[config.mk]
export PLATFORM = sky130hd
export DESIGN_NAME = dsq_top
export DESIGN_NICKNAME = d
export VERILOG_FILES = /design/src/rtl/dsq_pkg.sv /design/src/rtl/dsq_top.sv
export VERILOG_INCLUDE_DIRS = /design/src /design/src/rtl
export SDC_FILE = /design/constraint.sdc
export NUM_CORES = 1
export LEC_CHECK = 0
export BUFFER_PORTS_ARGS = -buffer_cell sky130_fd_sc_hd__buf_2
export CORE_MARGIN = 8
export CORE_UTILIZATION = 40
export CTS_CLUSTER_DIAMETER = 40
export DETAILED_ROUTE_END_ITERATION = 12
export SLEW_MARGIN = 20
export SYNTH_ARGS = -nofsm -noshare
export SYNTH_HDL_FRONTEND = slang
export SYNTH_SLANG_ARGS = --single-unit
[constraint.sdc]
create_clock -name clk_i -period 6.6 [get_ports clk_i]
set_clock_uncertainty 0.15 [all_clocks]
set_input_delay 0.99 -clock clk_i [delete_from_list [all_inputs] [get_ports clk_i]]
set_output_delay 0.99 -clock clk_i [all_outputs]
set_load 0.02 [all_outputs]
[src/rtl/dsq_params.svh]
// offsets, field positions and reset values of the descriptor sequencer
`ifndef DSQ_PARAMS_SVH
`define DSQ_PARAMS_SVH
// control word field positions
`define DSQ_DINC_LSB 30
`define DSQ_DWID_LSB 28
`define DSQ_SINC_LSB 26
`define DSQ_SWID_LSB 24
`define DSQ_RPOW_LSB 14
`define DSQ_CNT_LSB 4
// encodings
`define DSQ_STEP_NONE 2'h3
`define DSQ_WID_RSVD 2'h3
`define DSQ_WORD_SZ 2'h2
`define DSQ_RPOW_CAP 4'ha
`define DSQ_BURST_MAX 11'h400
// descriptor layout in system memory
`define DSQ_D_SRC 32'h0
`define DSQ_D_DST 32'h4
`define DSQ_D_CTL 32'h8
`define DSQ_D_ALT 32'h200
`define DSQ_D_STRIDE_LOG2 4
// register byte offsets
`define DSQ_R_CTRL 8'h00
`define DSQ_R_BASE 8'h04
`define DSQ_R_CHEN 8'h08
`define DSQ_R_HIPRI 8'h0c
`define DSQ_R_SWREQ 8'h10
`define DSQ_R_ALT 8'h14
`define DSQ_R_STAT 8'h18
`define DSQ_STAT_ERR 16
// reset values
`define DSQ_RST_WORD 32'h0
`endif

[src/rtl/dsq_pkg.sv]
// types shared by the descriptor cycle sequencer
package dsq_pkg;
  typedef logic [31:0] dsq_word_t;
  typedef enum logic [2:0] {
    CYC_STOP = 3'h0, CYC_BASIC = 3'h1, CYC_AUTO = 3'h2, CYC_PINGPONG = 3'h3,
    CYC_MSG_PRI = 3'h4, CYC_MSG_ALT = 3'h5, CYC_PSG_PRI = 3'h6,
    CYC_PSG_ALT = 3'h7
  } dsq_cyc_e;
  typedef enum logic [2:0] {
    ST_IDLE, ST_RD_SPTR, ST_RD_DPTR, ST_RD_CTL, ST_DECODE, ST_SRC_RD,
    ST_DST_WR, ST_WB_CTL
  } dsq_state_e;
endpackage

[src/rtl/dsq_top.sv]
// descriptor-driven transfer sequencer of a multi-channel dma engine
`timescale 1ns/1ns
`include "dsq_params.svh"
module dsq_top #(
  parameter int NCH = 8
) (
  // clock and reset
  input wire logic clk_i,
  input wire logic rst_i,
  // wishbone slave
  input wire logic wb_cyc_i,
  input wire logic wb_stb_i,
  input wire logic wb_we_i,
  input wire logic [7:0] wb_adr_i,
  input wire logic [3:0] wb_sel_i,
  input wire dsq_pkg::dsq_word_t wb_dat_i,
  output dsq_pkg::dsq_word_t wb_dat_o,
  output logic wb_ack_o,
  // channel requests and completion pulses
  input wire logic [NCH-1:0] dma_req_i,
  output logic [NCH-1:0] done_o,
  // system memory master
  output logic mem_req_o,
  output logic mem_we_o,
  output dsq_pkg::dsq_word_t mem_addr_o,
  output dsq_pkg::dsq_word_t mem_wdata_o,
  output logic [1:0] mem_size_o,
  input wire logic mem_ack_i,
  input wire dsq_pkg::dsq_word_t mem_rdata_i
);
  import dsq_pkg::*;
  localparam int CW = (NCH > 1) ? $clog2(NCH) : 1;

  // ==========================================================
  // helpers
  function automatic dsq_word_t merge(dsq_word_t o, dsq_word_t n,
                                      logic [3:0] s);
    dsq_word_t r;
    r = o;
    for (int b = 0; b < 4; b++) begin
      if (s[b]) begin
        r[8*b +: 8] = n[8*b +: 8];
      end
    end
    return r;
  endfunction

  // lowest set bit wins, the flag above the index says one was found
  function automatic logic [CW:0] pick(logic [NCH-1:0] v);
    logic [CW:0] r;
    r = '0;
    for (int i = NCH - 1; i >= 0; i--) begin
      if (v[i]) begin
        r = {1'b1, CW'(i)};
      end
    end
    return r;
  endfunction

  // current address from the last pointer and the remaining count
  function automatic dsq_word_t step_addr(dsq_word_t last, logic [9:0] n,
                                          logic [1:0] step);
    dsq_word_t off;
    off = {22'h0, n} << step;
    return (step == `DSQ_STEP_NONE) ? last : last - off;
  endfunction

  // ==========================================================
  // state
  dsq_state_e st_q, st_d;
  logic [CW-1:0] ch_q, ch_d;
  dsq_word_t ctl_q, ctl_d, sptr_q, dptr_q, base_q;
  logic [10:0] left_q, left_d;
  logic fin_q, fin_d, en_q, err_q;
  logic [NCH-1:0] chen_q, hipri_q, pend_q, alt_q, sg_q;
  logic [NCH-1:0] req_m_q, req_s_q, req_p_q;

  // ==========================================================
  // request pins: two flops, then edge detect on the settled copy
  always_ff @(posedge clk_i) begin
    if (rst_i) begin
      req_m_q <= '0;
      req_s_q <= '0;
      req_p_q <= '0;
    end else begin
      req_m_q <= dma_req_i;
      req_s_q <= req_m_q;
      req_p_q <= req_s_q;
    end
  end
  wire [NCH-1:0] req_rise = req_s_q & ~req_p_q;

  // ==========================================================
  // control word fields
  wire [9:0] cnt = ctl_q[`DSQ_CNT_LSB +: 10];
  wire [1:0] dstep = ctl_q[`DSQ_DINC_LSB +: 2];
  wire [1:0] dwid = ctl_q[`DSQ_DWID_LSB +: 2];
  wire [1:0] sstep = ctl_q[`DSQ_SINC_LSB +: 2];
  wire [1:0] swid = ctl_q[`DSQ_SWID_LSB +: 2];
  wire [3:0] rpow = ctl_q[`DSQ_RPOW_LSB +: 4];
  wire dsq_cyc_e cyc = dsq_cyc_e'(ctl_q[2:0]);
  wire is_stop = cyc == CYC_STOP;
  wire is_pri = cyc == CYC_MSG_PRI || cyc == CYC_PSG_PRI;
  wire is_alt = cyc == CYC_MSG_ALT || cyc == CYC_PSG_ALT;
  wire is_burst = cyc == CYC_AUTO || is_pri || is_alt;
  // reserved widths, unequal widths and steps below the width are refused
  wire cfg_bad = dwid == `DSQ_WID_RSVD || swid == `DSQ_WID_RSVD ||
                 dwid != swid ||
                 (sstep != `DSQ_STEP_NONE && sstep < swid) ||
                 (dstep != `DSQ_STEP_NONE && dstep < swid);
  // burst size: basic and ping-pong serve one transfer per grant
  wire [10:0] nleft = {1'b0, cnt} + 11'h1;
  wire [10:0] pw = (rpow >= `DSQ_RPOW_CAP) ? `DSQ_BURST_MAX :
                   (11'h1 << rpow);
  wire [10:0] burst = !is_burst ? 11'h1 :
                      (pw < nleft) ? pw : nleft;

  // ==========================================================
  // arbitration over enabled pending channels
  wire [NCH-1:0] rdy = pend_q & chen_q & {NCH{en_q}};
  wire [CW:0] gh = pick(rdy & hipri_q);
  wire [CW:0] gl = pick(rdy);
  wire any_rdy = gl[CW];
  wire [CW-1:0] grant = gh[CW] ? gh[CW-1:0] : gl[CW-1:0];

  // ==========================================================
  // sequencer next state
  always_comb begin
    st_d = st_q;
    ch_d = ch_q;
    ctl_d = ctl_q;
    left_d = left_q;
    fin_d = fin_q;
    case (st_q)
      ST_IDLE: begin
        if (any_rdy) begin
          st_d = ST_RD_SPTR;
          ch_d = grant;
          fin_d = 1'b0;
        end
      end
      ST_RD_SPTR: begin
        if (mem_ack_i) begin
          st_d = ST_RD_DPTR;
        end
      end
      ST_RD_DPTR: begin
        if (mem_ack_i) begin
          st_d = ST_RD_CTL;
        end
      end
      ST_RD_CTL: begin
        if (mem_ack_i) begin
          st_d = ST_DECODE;
          ctl_d = mem_rdata_i;
        end
      end
      ST_DECODE: begin
        if (is_stop || cfg_bad) begin
          st_d = ST_IDLE;
        end else begin
          st_d = ST_SRC_RD;
          left_d = burst;
        end
      end
      ST_SRC_RD: begin
        if (mem_ack_i) begin
          st_d = ST_DST_WR;
        end
      end
      ST_DST_WR: begin
        if (mem_ack_i) begin
          left_d = left_q - 11'h1;
          if (cnt == 10'h0) begin
            fin_d = 1'b1;
          end else begin
            ctl_d[`DSQ_CNT_LSB +: 10] = cnt - 10'h1;
          end
          // burst over or cycle done: write back before arbitrating
          if (cnt == 10'h0 || left_q == 11'h1) begin
            st_d = ST_WB_CTL;
          end else begin
            st_d = ST_SRC_RD;
          end
        end
      end
      ST_WB_CTL: begin
        if (mem_ack_i) begin
          st_d = ST_IDLE;
        end
      end
      default: st_d = ST_IDLE;
    endcase
  end

  // ==========================================================
  // memory access for the state being entered
  wire dsq_word_t dbase = base_q + (alt_q[ch_d] ? `DSQ_D_ALT : 32'h0) +
                          (32'(ch_d) << `DSQ_D_STRIDE_LOG2);
  wire dsq_word_t wb_word = fin_d ? {ctl_d[31:3], CYC_STOP} : ctl_d;
  wire data_st = st_d == ST_SRC_RD || st_d == ST_DST_WR;
  wire req_d = st_d != ST_IDLE && st_d != ST_DECODE;
  wire dsq_word_t addr_d =
    (st_d == ST_RD_SPTR) ? dbase + `DSQ_D_SRC :
    (st_d == ST_RD_DPTR) ? dbase + `DSQ_D_DST :
    (st_d == ST_SRC_RD) ? step_addr(sptr_q,
                          ctl_d[`DSQ_CNT_LSB +: 10], sstep) :
    (st_d == ST_DST_WR) ? step_addr(dptr_q,
                          ctl_d[`DSQ_CNT_LSB +: 10], dstep) :
    dbase + `DSQ_D_CTL;
  wire dsq_word_t wdata_d = (st_d != ST_DST_WR) ? wb_word :
                            (st_q == ST_SRC_RD) ? mem_rdata_i : mem_wdata_o;

  // sequencer registers; memory outputs change only between accesses
  always_ff @(posedge clk_i) begin
    if (rst_i) begin
      st_q <= ST_IDLE;
      ch_q <= '0;
      ctl_q <= `DSQ_RST_WORD;
      left_q <= '0;
      fin_q <= 1'b0;
      mem_req_o <= 1'b0;
      mem_we_o <= 1'b0;
      mem_addr_o <= `DSQ_RST_WORD;
      mem_wdata_o <= `DSQ_RST_WORD;
      mem_size_o <= `DSQ_WORD_SZ;
    end else begin
      st_q <= st_d;
      ch_q <= ch_d;
      ctl_q <= ctl_d;
      left_q <= left_d;
      fin_q <= fin_d;
      mem_req_o <= req_d;
      mem_we_o <= st_d == ST_DST_WR || st_d == ST_WB_CTL;
      mem_addr_o <= addr_d;
      mem_wdata_o <= wdata_d;
      mem_size_o <= data_st ? ctl_d[`DSQ_SWID_LSB +: 2] : `DSQ_WORD_SZ;
    end
  end

  // pointers are caught as they come back from memory
  always_ff @(posedge clk_i) begin
    if (rst_i) begin
      sptr_q <= `DSQ_RST_WORD;
      dptr_q <= `DSQ_RST_WORD;
    end else begin
      if (st_q == ST_RD_SPTR && mem_ack_i) sptr_q <= mem_rdata_i;
      if (st_q == ST_RD_DPTR && mem_ack_i) dptr_q <= mem_rdata_i;
    end
  end

  // ==========================================================
  // per-channel bookkeeping at the end of each service
  wire [NCH-1:0] ch_oh = NCH'(1) << ch_q;
  wire sgc = sg_q[ch_q];
  wire alt_cur = alt_q[ch_q];
  wire wbk = st_q == ST_WB_CTL && mem_ack_i;
  wire dec_inv = st_q == ST_DECODE && is_stop;
  wire dec_bad = st_q == ST_DECODE && !is_stop && cfg_bad;
  // scatter-gather and unfinished autorequest keep their own request
  wire keep = is_pri || is_alt || (cyc == CYC_AUTO && !fin_q) ||
              (cyc == CYC_BASIC && sgc && !fin_q);
  wire pend_clr = dec_inv || dec_bad || (wbk && !keep);
  wire done_ev = wbk && fin_q && (cyc == CYC_BASIC ||
                 cyc == CYC_AUTO || cyc == CYC_PINGPONG);
  wire alt_flip = wbk && ((cyc == CYC_PINGPONG && fin_q) ||
                  is_pri || (is_alt && fin_q));
  wire sg_end = sgc && (dec_inv || dec_bad ||
                (wbk && fin_q && cyc == CYC_BASIC));

  // ==========================================================
  // wishbone slave: one wait state, every address answers
  // writes land on the edge that samples ack, as the master expects
  wire wb_hit = wb_cyc_i && wb_stb_i && !wb_ack_o;
  wire wb_wr = wb_cyc_i && wb_stb_i && wb_we_i && wb_ack_o;
  wire sel_ctrl = wb_adr_i == `DSQ_R_CTRL;
  wire sel_base = wb_adr_i == `DSQ_R_BASE;
  wire sel_chen = wb_adr_i == `DSQ_R_CHEN;
  wire sel_hipri = wb_adr_i == `DSQ_R_HIPRI;
  wire sel_swreq = wb_adr_i == `DSQ_R_SWREQ;
  wire sel_alt = wb_adr_i == `DSQ_R_ALT;
  wire sel_stat = wb_adr_i == `DSQ_R_STAT;
  wire dsq_word_t wmask = merge(32'h0, wb_dat_i, wb_sel_i);
  wire dsq_word_t chen_w = merge(32'(chen_q), wb_dat_i, wb_sel_i);
  wire dsq_word_t hipri_w = merge(32'(hipri_q), wb_dat_i, wb_sel_i);
  wire dsq_word_t alt_w = merge(32'(alt_q), wb_dat_i, wb_sel_i);
  wire [NCH-1:0] sw_set = (wb_wr && sel_swreq) ? wmask[NCH-1:0] : '0;
  wire err_clr = wb_wr && sel_stat && wmask[`DSQ_STAT_ERR];
  wire dsq_word_t stat_w = {15'h0, err_q, 3'h0, 5'(ch_q), 7'h0,
                            st_q != ST_IDLE};
  wire dsq_word_t rd_val = sel_ctrl ? {31'h0, en_q} :
                           sel_base ? base_q :
                           sel_chen ? 32'(chen_q) :
                           sel_hipri ? 32'(hipri_q) :
                           sel_swreq ? 32'(pend_q) :
                           sel_alt ? 32'(alt_q) :
                           sel_stat ? stat_w : 32'h0;

  // bus answer
  always_ff @(posedge clk_i) begin
    if (rst_i) begin
      wb_ack_o <= 1'b0;
      wb_dat_o <= `DSQ_RST_WORD;
    end else begin
      wb_ack_o <= wb_hit;
      wb_dat_o <= (wb_hit && !wb_we_i) ? rd_val : 32'h0;
    end
  end

  // software registers and channel flags; a set beats a clear, but a write to the alt register beats any hardware change
  always_ff @(posedge clk_i) begin
    if (rst_i) begin
      en_q <= 1'b0;
      base_q <= `DSQ_RST_WORD;
      chen_q <= '0;
      hipri_q <= '0;
      pend_q <= '0;
      alt_q <= '0;
      sg_q <= '0;
      err_q <= 1'b0;
      done_o <= '0;
    end else begin
      if (wb_wr && sel_ctrl && wb_sel_i[0]) en_q <= wb_dat_i[0];
      if (wb_wr && sel_base) base_q <= merge(base_q, wb_dat_i, wb_sel_i);
      if (wb_wr && sel_chen) chen_q <= chen_w[NCH-1:0];
      if (wb_wr && sel_hipri) hipri_q <= hipri_w[NCH-1:0];
      pend_q <= (pend_q & ~({NCH{pend_clr}} & ch_oh)) |
                req_rise | sw_set;
      if (wb_wr && sel_alt) begin
        alt_q <= alt_w[NCH-1:0];
      end else if (alt_flip) begin
        alt_q <= alt_q ^ ch_oh;
      end else if (sg_end) begin
        alt_q <= alt_q & ~ch_oh;
      end
      if (wbk && is_pri) begin
        sg_q <= sg_q | ch_oh;
      end else if (sg_end) begin
        sg_q <= sg_q & ~ch_oh;
      end
      err_q <= dec_bad || (err_q && !err_clr);
      done_o <= {NCH{done_ev}} & ch_oh;
    end
  end
endmodule

After elaboration in Yosys (flattened, before gate mapping)
Cells that the tools add are included.
- register bits after elaboration: 321
- bits of input ports: 90
- output and inout port bits: 109
- add/subtract/negate cells: 9
- $lt $le $gt $ge: 6
- equal/unequal tests: 38
- shift operators: 4
- muxes and demuxes: 75
- bitwise gates (word level): 18
- reduce and logical (&&, ||, !) cells: 86
- operator list (operator ; count):
    32-bit 2-to-1 mux ; 10
    17-bit 2-to-1 mux ; 5
    8-bit bitwise AND ; 9
    4-bit 2-to-1 mux ; 17
    8-bit 2-to-1 mux ; 8
    10-bit by 2-bit left shift with 32-bit output ; 2
    32-bit subtractor ; 2
    11-bit 2-to-1 mux ; 5
    1-bit logical AND ; 36
    3-bit 2-to-1 mux ; 12
    3-bit == test (second input constant) ; 11
    32-bit by 10-bit adder with 32-bit output ; 1
    32-bit by 3-bit adder with 32-bit output (second input constant) ; 1
    32-bit by 4-bit adder with 32-bit output (second input constant) ; 1
    32-bit by 7-bit adder with 32-bit output ; 1
    10-bit 2-to-1 mux ; 3
    8-bit by 5-bit == test with 1-bit output (second input constant) ; 3
    8-bit inverter ; 3
    8-bit OR ; 3
    3-bit case mux with 8 select lines ; 1
    1-bit logical OR ; 23
    11-bit case mux with 2 select lines ; 1
    10-bit case mux with 2 select lines ; 1
    18-bit 2-to-1 mux ; 1
    other kinds (34) ; 76

Depth between registers and ports, before layout
Gate-level depths: netlist (run 1).
- depth after elaboration: 24
- gate-level depth with buffers: 23

Least setup slack after synthesis (run 1)
Ideal clock, no wire load.
- kind: in2reg
- from: input mem_ack_i
- to: register mem_addr_o[27]
- library setup time: 120 ps
- arrival: 5072 ps
- required time: 6330 ps
- slack: 1258 ps
- stages on the path: 20
- path buffers: 3
- cells stage by stage: clkbuf_1 > buf_2 > nand3b_1 > or4_1 > nor3_1 > o21ai_0 > a221oi_1 > mux2i_1 > mux2i_1 > ha_1 > o21a_1 > o21a_1 > nor2_1 > a2111oi_0 > clkbuf_1 > nor3_1 > xor2_1 > o221ai_1 > a21oi_1 > o31a_1
- word-level cells in the longest chain between the ends: 9
- elaborated cells between the ends (all ways): 24
- RTL lines (what ; line ; source):
    start: declaration ; dsq_top.sv:28 ; input wire logic mem_ack_i,
    10-bit 2-to-1 mux or 32-bit 2-to-1 mux (tied branches) ; dsq_top.sv:172, dsq_top.sv:153 ;
    10-bit case mux with 2 select lines ; dsq_top.sv:134 ; case (st_q)
    10-bit by 2-bit left shift with 32-bit output ; dsq_top.sv:64 ; off = {22'h0, n} << step;
    32-bit subtractor ; dsq_top.sv:65 ; return (step == `DSQ_STEP_NONE) ? last : last - off;
    32-bit 2-to-1 mux ; dsq_top.sv:65 ;
    32-bit 2-to-1 mux (no line) (3 in a row) ; - ;
    32-bit 2-to-1 mux (no line) (*) ; - ;
    end signal: assignment ; dsq_top.sv:224 ; mem_addr_o <= `DSQ_RST_WORD;
    end signal: assignment ; dsq_top.sv:235 ; mem_addr_o <= addr_d;
    end: declaration ; dsq_top.sv:25 ; output dsq_pkg::dsq_word_t mem_addr_o,
Every way passes the cells marked *; elsewhere a longest branch is shown, timed or not.
A chain may end at the register's enable or synchronous reset.

Worst setup path in the final report (run 1)
- from: register chen_q[7]
- to: register mem_addr_o[29]
- word-level cells in the longest chain between the ends: 24
- elaborated cells between the ends (all ways): 39
- RTL lines (what ; line ; source):
    start: declaration ; dsq_top.sv:75 ; logic [NCH-1:0] chen_q, hipri_q, pend_q, alt_q, sg_q;
    start signal: assignment ; dsq_top.sv:325 ; if (wb_wr && sel_chen) chen_q <= chen_w[NCH-1:0];
    8-bit bitwise AND (*) (2 in a row) ; dsq_top.sv:120 ; wire [NCH-1:0] rdy = pend_q & chen_q & {NCH{en_q}};
    8-bit bitwise AND ; dsq_top.sv:121 ; wire [CW:0] gh = pick(rdy & hipri_q);
    4-bit 2-to-1 mux (8 in a row) ; dsq_top.sv:53 ; if (v[i]) begin
    3-bit 2-to-1 mux ; dsq_top.sv:124 ; wire [CW-1:0] grant = gh[CW] ? gh[CW-1:0] : gl[CW-1:0];
    3-bit 2-to-1 mux (*) ; dsq_top.sv:136 ; if (any_rdy) begin
    3-bit 2-to-1 mux (*) ; dsq_top.sv:134 ;
    via ch_d[0] ; dsq_top.sv:71 ; logic [CW-1:0] ch_q, ch_d;
    1-bit binary-select mux with 3-bit select ; dsq_top.sv:198 ; wire dsq_word_t dbase = base_q + (alt_q[ch_d] ? `DSQ_D_ALT : 32'h0) +
    1-bit 2-to-1 mux (not written as such) ; dsq_top.sv:198 ;
    10-bit 2-to-1 mux ; dsq_top.sv:198 ;
    32-bit by 10-bit adder with 32-bit output ; dsq_top.sv:198 ;
    32-bit by 7-bit adder with 32-bit output (*) ; dsq_top.sv:198 ;
    32-bit by 4-bit adder with 32-bit output (no line) ; - ;
    32-bit 2-to-1 mux (no line) (3 in a row) ; - ;
    32-bit 2-to-1 mux (no line) (*) ; - ;
Mark *: on every way through the listed nets, which the timed path passes. The rest lies on a longest branch. The select of a mux whose other input is x is not followed.

==> results of run 1 <==
[worst max-delay path by stage]
| stage | start | to | cells past startpoint |
|---|---|---|---|
| final | chen_q[7]$_SDFFE_PP0P_ | mem_addr_o[29]$_SDFF_PP0_ | 18 |
| after CTS | chen_q[7]$_SDFFE_PP0P_ | mem_addr_o[29]$_SDFF_PP0_ | 18 |
| after global placement | chen_q[7]$_SDFFE_PP0P_ | mem_addr_o[28]$_SDFF_PP0_ | 18 |
| after global routing | chen_q[7]$_SDFFE_PP0P_ | mem_addr_o[29]$_SDFF_PP0_ | 18 |
| after floorplan | mem_ack_i | mem_addr_o[27]$_SDFF_PP0_ | 20 |
| after detailed placement | chen_q[7]$_SDFFE_PP0P_ | mem_addr_o[29]$_SDFF_PP0_ | 18 |
[per-layer routing]
layer  up-vias  global-route usage  part of all wire
met4         0              0.0946             0.036
met3       131              0.0456             0.075
li1       9142                   -                 -
met2       716               0.367              0.43
met5         -                   0                 0
met1      9093               0.343              0.46
[layout by cell type (no fill, tap or decap), types with 17 or more instances in the layout]
cell type	instances
buf_2	197
a211oi_1	22
xnor2_1	65
a22oi_1	37
a222oi_1	17
buf_4	38
mux2i_1	64
o211ai_1	22
nor2b_1	53
clkbuf_16	57
a21oi_1	257
nand2_1	359
xor2_1	48
and3_1	17
dfxtp_1	321
inv_1	45
nor3_1	61
nand3_1	89
and2_1	44
o21a_1	19
nand2b_1	39
o21ai_0	88
nand4_1	18
nor2_1	230
nor4_1	29
a31oi_1	27
ha_1	56
[metrics by stage]
stage	total power [uW]	std cells	worst slack, ns
6_report	5930	3260	0.404
5_1_grt	6140	3260	0.0620
4_1_cts	5970	3260	0.387
3_5_place_dp	2860	3155	0.444
3_3_place_gp	2850	3155	0.677
2_1_floorplan	2600	2462	1.26
[where the power goes]
group,switching (uW),total (uW),internal (uW)
sequential,39.1,2020,1980
combinational,501,814,313
clock,1130,3100,1970
total,1670,5930,4270
[state kept, by name (all words and copies together) (netlist names), 11 cells and up, named ones only]
signal	flops
base_q	32
ctl_q	32
dptr_q	32
mem_addr_o	32
mem_wdata_o	32
sptr_q	32
wb_dat_o	32
left_q	11
[area by class of cell]
type	count	area, sq um	area share
multi-input cells	1936	11900	0.526
flip-flops and latches	321	6430	0.285
clock buffers	64	1490	0.0662
repair buffers	237	1310	0.0578
well taps	615	769	0.0341
clock inverters	41	534	0.0237
inverters	46	173	0.00765
[critical path, delay by kind of cell (launching register included)]
family	cells	cell delay, ns
simple gates	5	1.22
flops	1	0.41
fa+ha+maj	1	0.47
compound gates	10	2.97
mux	2	0.88
[logic make-up after synthesis]
family | after synthesis | share of synthesized area
AOI/OAI and AO/OA | 658 | 0.225
muxes | 71 | 0.0401
DFF | 321 | 0.337
buffers and inverters | 205 | 0.0432
xor gates and xnor gates | 114 | 0.0534
and+or+nand+nor | 1034 | 0.261
adders and majority gates | 59 | 0.0399
[synth_stat cells, types with 17 or more instances]
master    number  share of area
buf_2         19         0.0050
nor2b_1       53          0.017
a21oi_1      257          0.067
nand2b_1      39          0.013
ha_1          56          0.037
nor4_1        31          0.010
o21ai_0       88          0.023
mux2i_1       64          0.034
xnor2_1       65          0.030
o21a_1        19         0.0075
o211ai_1      22         0.0087
nand4_1       18         0.0059
a211oi_1      22         0.0087
and2_1        44          0.014
a31oi_1       27         0.0089
nand3_1       89          0.023
dfxtp_1      321           0.34
nand2_1      359          0.071
a22oi_1       37          0.015
nor3_1        63          0.017
a222oi_1      17         0.0089
xor2_1        48          0.022
and3_1        17         0.0056
nor2_1       236          0.046
inv_1         45         0.0089
clkbuf_1     128          0.025
==> results.json, run 1 <==
{
  "status": "finished clean",
  "setup_violations": 0,
  "wire_per_inst_um": 21.2,
  "cts_sinks": 321,
  "arrival_ns": 6.55,
  "hold_depth": 1,
  "num_rows": 80,
  "synth-edff-count": 0,
  "rsz0062_at_grt": "no",
  "dpl.hpwl_mm": 51.3,
  "die_height_um": 234,
  "hp-class": "register to register",
  "synth_fp_nets": 2611,
  "yosysUniqueCellTypes": 97,
  "post-route-period-util": 0.939,
  "ios": 199,
  "rrSetupSlack_ns": 0.40,
  "grt_use_total": 0.244,
  "ys_ff_latch": 321,
  "cts-resized-gates": 0,
  "path_clk_slew_ns": 0.06,
  "critical_path_required_ns": 6.96,
  "max_stage_delay_ns": 0.59,
  "synth_warnings": 0,
  "drive_above_1_share": 0.149,
  "wl_mm": 69.0,
  "worst-setup-path-type": "register to register",
  "clockRootBuffer": "clkbuf_16",
  "dpl_cell_area_sq_um": 20500,
  "grt_pass1_wl_mm": 106,
  "design_area_sq_um": 22600,
  "via_per_inst": 5.85,
  "path_cells": "nand3_1, or3b_2, o2bb2ai_1, a31oi_1, a21oi_1, a21oi_1, mux4_2, mux2_2, ha_1, a41oi_1, o21a_1, nand3_1, a21o_1, a211oi_4, nand3_4, or2_1, o311a_1, o32ai_1",
  "clockBufferDepth": 3,
  "grt_pass1_vias": 18100,
  "cts_setup_buffers": 0,
  "tightest_slew_ns": 1.05,
  "clock_latency_ns": 0.62,
  "fmax_mhz": 161,
  "drv_cap": 0,
  "crit_fanout": 15,
  "p_per_area_nw_per_um2": 263,
  "cts_tree": "built",
  "place_congestion": 0.944,
  "slew_headroom": 0.293,
  "die_area_sq_um": 54900,
  "die_x_um": 234,
  "h-tree-depth": 2,
  "syn_to_final_growth_pct": 18.4,
  "leakagePower_uw": 0.00857,
  "drt_iter0_drc": 1901,
  "start_util": 0.402,
  "grt_max_degree": 168,
  "numCtsBuffers": 56,
  "synth_area_per_cell_sq_um": 7.74,
  "antenna_cells": 0,
  "peakVddDrop_v": 0.000223,
  "holdBufCountCts": 0,
  "async_reset_ff_frac": 0,
  "start_kind": "register",
  "hold_ws_ns": 0.283,
  "dr.pass1.iters": 6,
  "core-area_sq_um": 47300,
  "holdCritStartpoint": "req_m_q[1]$_SDFF_PP0_",
  "slew_violations": 0,
  "cp_slowest_cell": "a211oi_4",
  "synth_area_sq_um": 19100,
  "post-route-util": 0.477,
  "r2r_start": "chen_q[7]$_SDFFE_PP0P_",
  "cp-end-kind": "register",
  "finalHoldViolations": 0,
  "antenna_found_initial": 1,
  "vias": 19100,
  "drc": 0,
  "port_buffers": 198,
  "period_needed_ns": 6.20,
  "overflow": 0,
  "nNetsFinal": 2747,
  "synth_flop_cell": "dfxtp_1",
  "syn_inst": 2462,
  "holdPathEnd": "req_s_q[1]$_SDFF_PP0_",
  "fill_cells": 4740,
  "setup_tns_ns": 0,
  "timing.rr.end": "mem_addr_o[29]$_SDFF_PP0_",
  "antenna_left": 0,
  "ys_seq_area_frac": 0.337,
  "rr_worst_depth": 18
}
(Power assumes the default switching activity.)
==> inputs of run 2 (changes only) <==
Settings changed: GPL_ROUTABILITY_DRIVEN set to 0.
Clock period 6.6 ns to 6.7 ns, I/O delays scaled along.
==> run 2 against run 1 <==
- count of clock-buffer cells in the layout down 5
- die area did not move
- worst setup slack better by 0.16 ns
- hold slack better by 0.0031 ns
- core utilization shrank 0.29 points
- register-to-register slack better by 0.16 ns
- flip-flop and latch count unchanged
- cell area down 0.62%
- sequential share of layout area rose by 0.18 points
- final cell count is 0.37% lower
- non-clock buffer count down 9
- critical path type unchanged
- highest routed layer is now met5
==> results.json, run 2 (synthesized netlist as in run 1, its figures left out) <==
{
  "numCtsBuffers": 54,
  "antenna_left": 0,
  "drt_iter0_drc": 2253,
  "path_cells": "inv_1, or3b_2, o2bb2ai_1, a31oi_1, a21oi_1, a21oi_1, mux4_2, mux2_2, ha_1, nand3_1, a21oi_1, o211ai_1, a311oi_4, and3_1, nand3_4, or2_1, o311a_1, o32ai_1",
  "cts-resized-gates": 0,
  "pre_cts_ws_ns": 0.661,
  "rsz0062_at_grt": "no",
  "ios": 199,
  "drv_cap": 0,
  "die_x_um": 234,
  "peakVddDrop_v": 0.000189,
  "crit_buf_inv": 1,
  "antenna_cells": 0,
  "cp.depth": 18,
  "cts_tree": "built",
  "hp-class": "register to register",
  "grt_pass1_vias": 17700,
  "clockRootBuffer": "clkbuf_16",
  "grt_max_degree": 119,
  "antenna_found_initial": 2,
  "start_util": 0.402,
  "switching_power_uw": 1690,
  "rr_worst_depth": 18,
  "overflow": 0,
  "netSwitchingFraction": 0.293,
  "comb_power_share": 0.137,
  "final_common_cell": "nand2_1",
  "port_buffers": 198,
  "finalHoldViolations": 0,
  "crit_fanout": 14,
  "status": "finished clean",
  "pwr-share-clk": 0.518,
  "grt_pass1_wl_mm": 104,
  "leakagePower_uw": 0.00852,
  "drive_above_1_share": 0.145,
  "syn_to_final_growth_pct": 17.7,
  "wire_per_inst_um": 20.9,
  "hold_depth": 1,
  "via_per_inst": 5.94,
  "die_area_sq_um": 54900,
  "holdBufCountCts": 0,
  "critical_path_required_ns": 7.08,
  "clock_latency_ns": 0.62,
  "setup_violations": 0,
  "wl_mm": 68.0,
  "crit_path_frequent_cell": "a21oi_1",
  "period_needed_ns": 6.14,
  "grt_use_total": 0.238,
  "fmax_mhz": 163,
  "setup_tns_ns": 0,
  "fin_cells": 3248,
  "mostFrequentLayoutCells": "nand2_1, dfxtp_1, a21oi_1, nor2_1, buf_2",
  "die_height_um": 234,
  "path_clk_slew_ns": 0.06,
  "num_rows": 80,
  "p_int_uw": 4070,
  "slew_headroom": 0.258,
  "p_per_area_nw_per_um2": 257,
  "dr.pass1.iters": 7,
  "h-tree-depth": 2,
  "start_kind": "register",
  "slew_violations": 0,
  "core-area_sq_um": 47300,
  "dp.cells": 3146,
  "hold_ws_ns": 0.286,
  "regArea_sq_um": 6430,
  "tightest_slew_ns": 1.11,
  "fill_cells": 4654,
  "cp-end-kind": "register",
  "cts_setup_buffers": 0,
  "worst-setup-path-type": "register to register",
  "clockBufferDepth": 3,
  "multi_input_area_sq_um": 11900,
  "nNetsFinal": 2736,
  "crit_family": "compound AO/OA/AOI/OAI gates",
  "cp_slowest_cell": "ha_1",
  "drc": 0,
  "seqPwrFrac": 0.345,
  "dpl.hpwl_mm": 50.0,
  "post-route-period-util": 0.916,
  "arrival_ns": 6.51,
  "worst_slack_ns": 0.564,
  "vias": 19300,
  "cts_sinks": 321,
  "max_stage_delay_ns": 0.56
}
run 2: cell type report:
cell class                      count  area share
Multi-Input combinational cell   1936       0.529
Sequential cell                   321       0.287
Clock buffer                       59      0.0624
Timing Repair Buffer              228      0.0546
Tap cell                          615      0.0343
Clock inverter                     43      0.0257
Inverter                           46     0.00770
run 2: power groups by stage:
stage          combinational (uW)  clock, uW  sequential [uW]
2_1_floorplan                 531          0             2030
3_3_place_gp                  760          0             2030
3_5_place_dp                  770          0             2030
4_1_cts                       774       3030             1990
5_1_grt                       858       3110             1990
6_report                      787       2980             1990
run 2: final timing paths:
| path | from | end | slack, ns |
|---|---|---|---|
| max | en_q$_SDFFE_PP0P_ | mem_addr_o[29]$_SDFF_PP0_ | 0.56 |
| min | req_m_q[5]$_SDFF_PP0_ | req_s_q[5]$_SDFF_PP0_ | 0.29 |
| max reg2reg | en_q$_SDFFE_PP0P_ | mem_addr_o[29]$_SDFF_PP0_ | 0.56 |
| min reg2reg | req_m_q[5]$_SDFF_PP0_ | req_s_q[5]$_SDFF_PP0_ | 0.29 |
run 2: metal layers:
layer / global-route usage / vias up / part of all wire
met2: 0.355 / 957 / 0.42
met5: 0 / - / 0.00019
met3: 0.0513 / 161 / 0.096
li1: - / 9113 / -
met1: 0.335 / 9055 / 0.44
met4: 0.0853 / 2 / 0.036
run 2: worst register-to-register path: stages, from the launching register on:
cell and delay, ns:
dfxtp_1 0.47, inv_1 0.10, or3b_2 0.47, o2bb2ai_1 0.14
a31oi_1 0.20, a21oi_1 0.06, a21oi_1 0.36, mux4_2 0.55
mux2_2 0.28, ha_1 0.56, nand3_1 0.20, a21oi_1 0.39
o211ai_1 0.27, a311oi_4 0.46, and3_1 0.39, nand3_4 0.13
or2_1 0.29, o311a_1 0.34, o32ai_1 0.24
run 2: per-stage QoR:
stage / util / power [uW] / instance area, sq um
4_1_cts: 0.474 / 5790 / 22400
5_1_grt: 0.474 / 5960 / 22400
3_3_place_gp: 0.432 / 2790 / 20400
3_5_place_dp: 0.432 / 2800 / 20400
2_1_floorplan: - / 2560 / 19100
6_report: 0.474 / 5760 / 22400
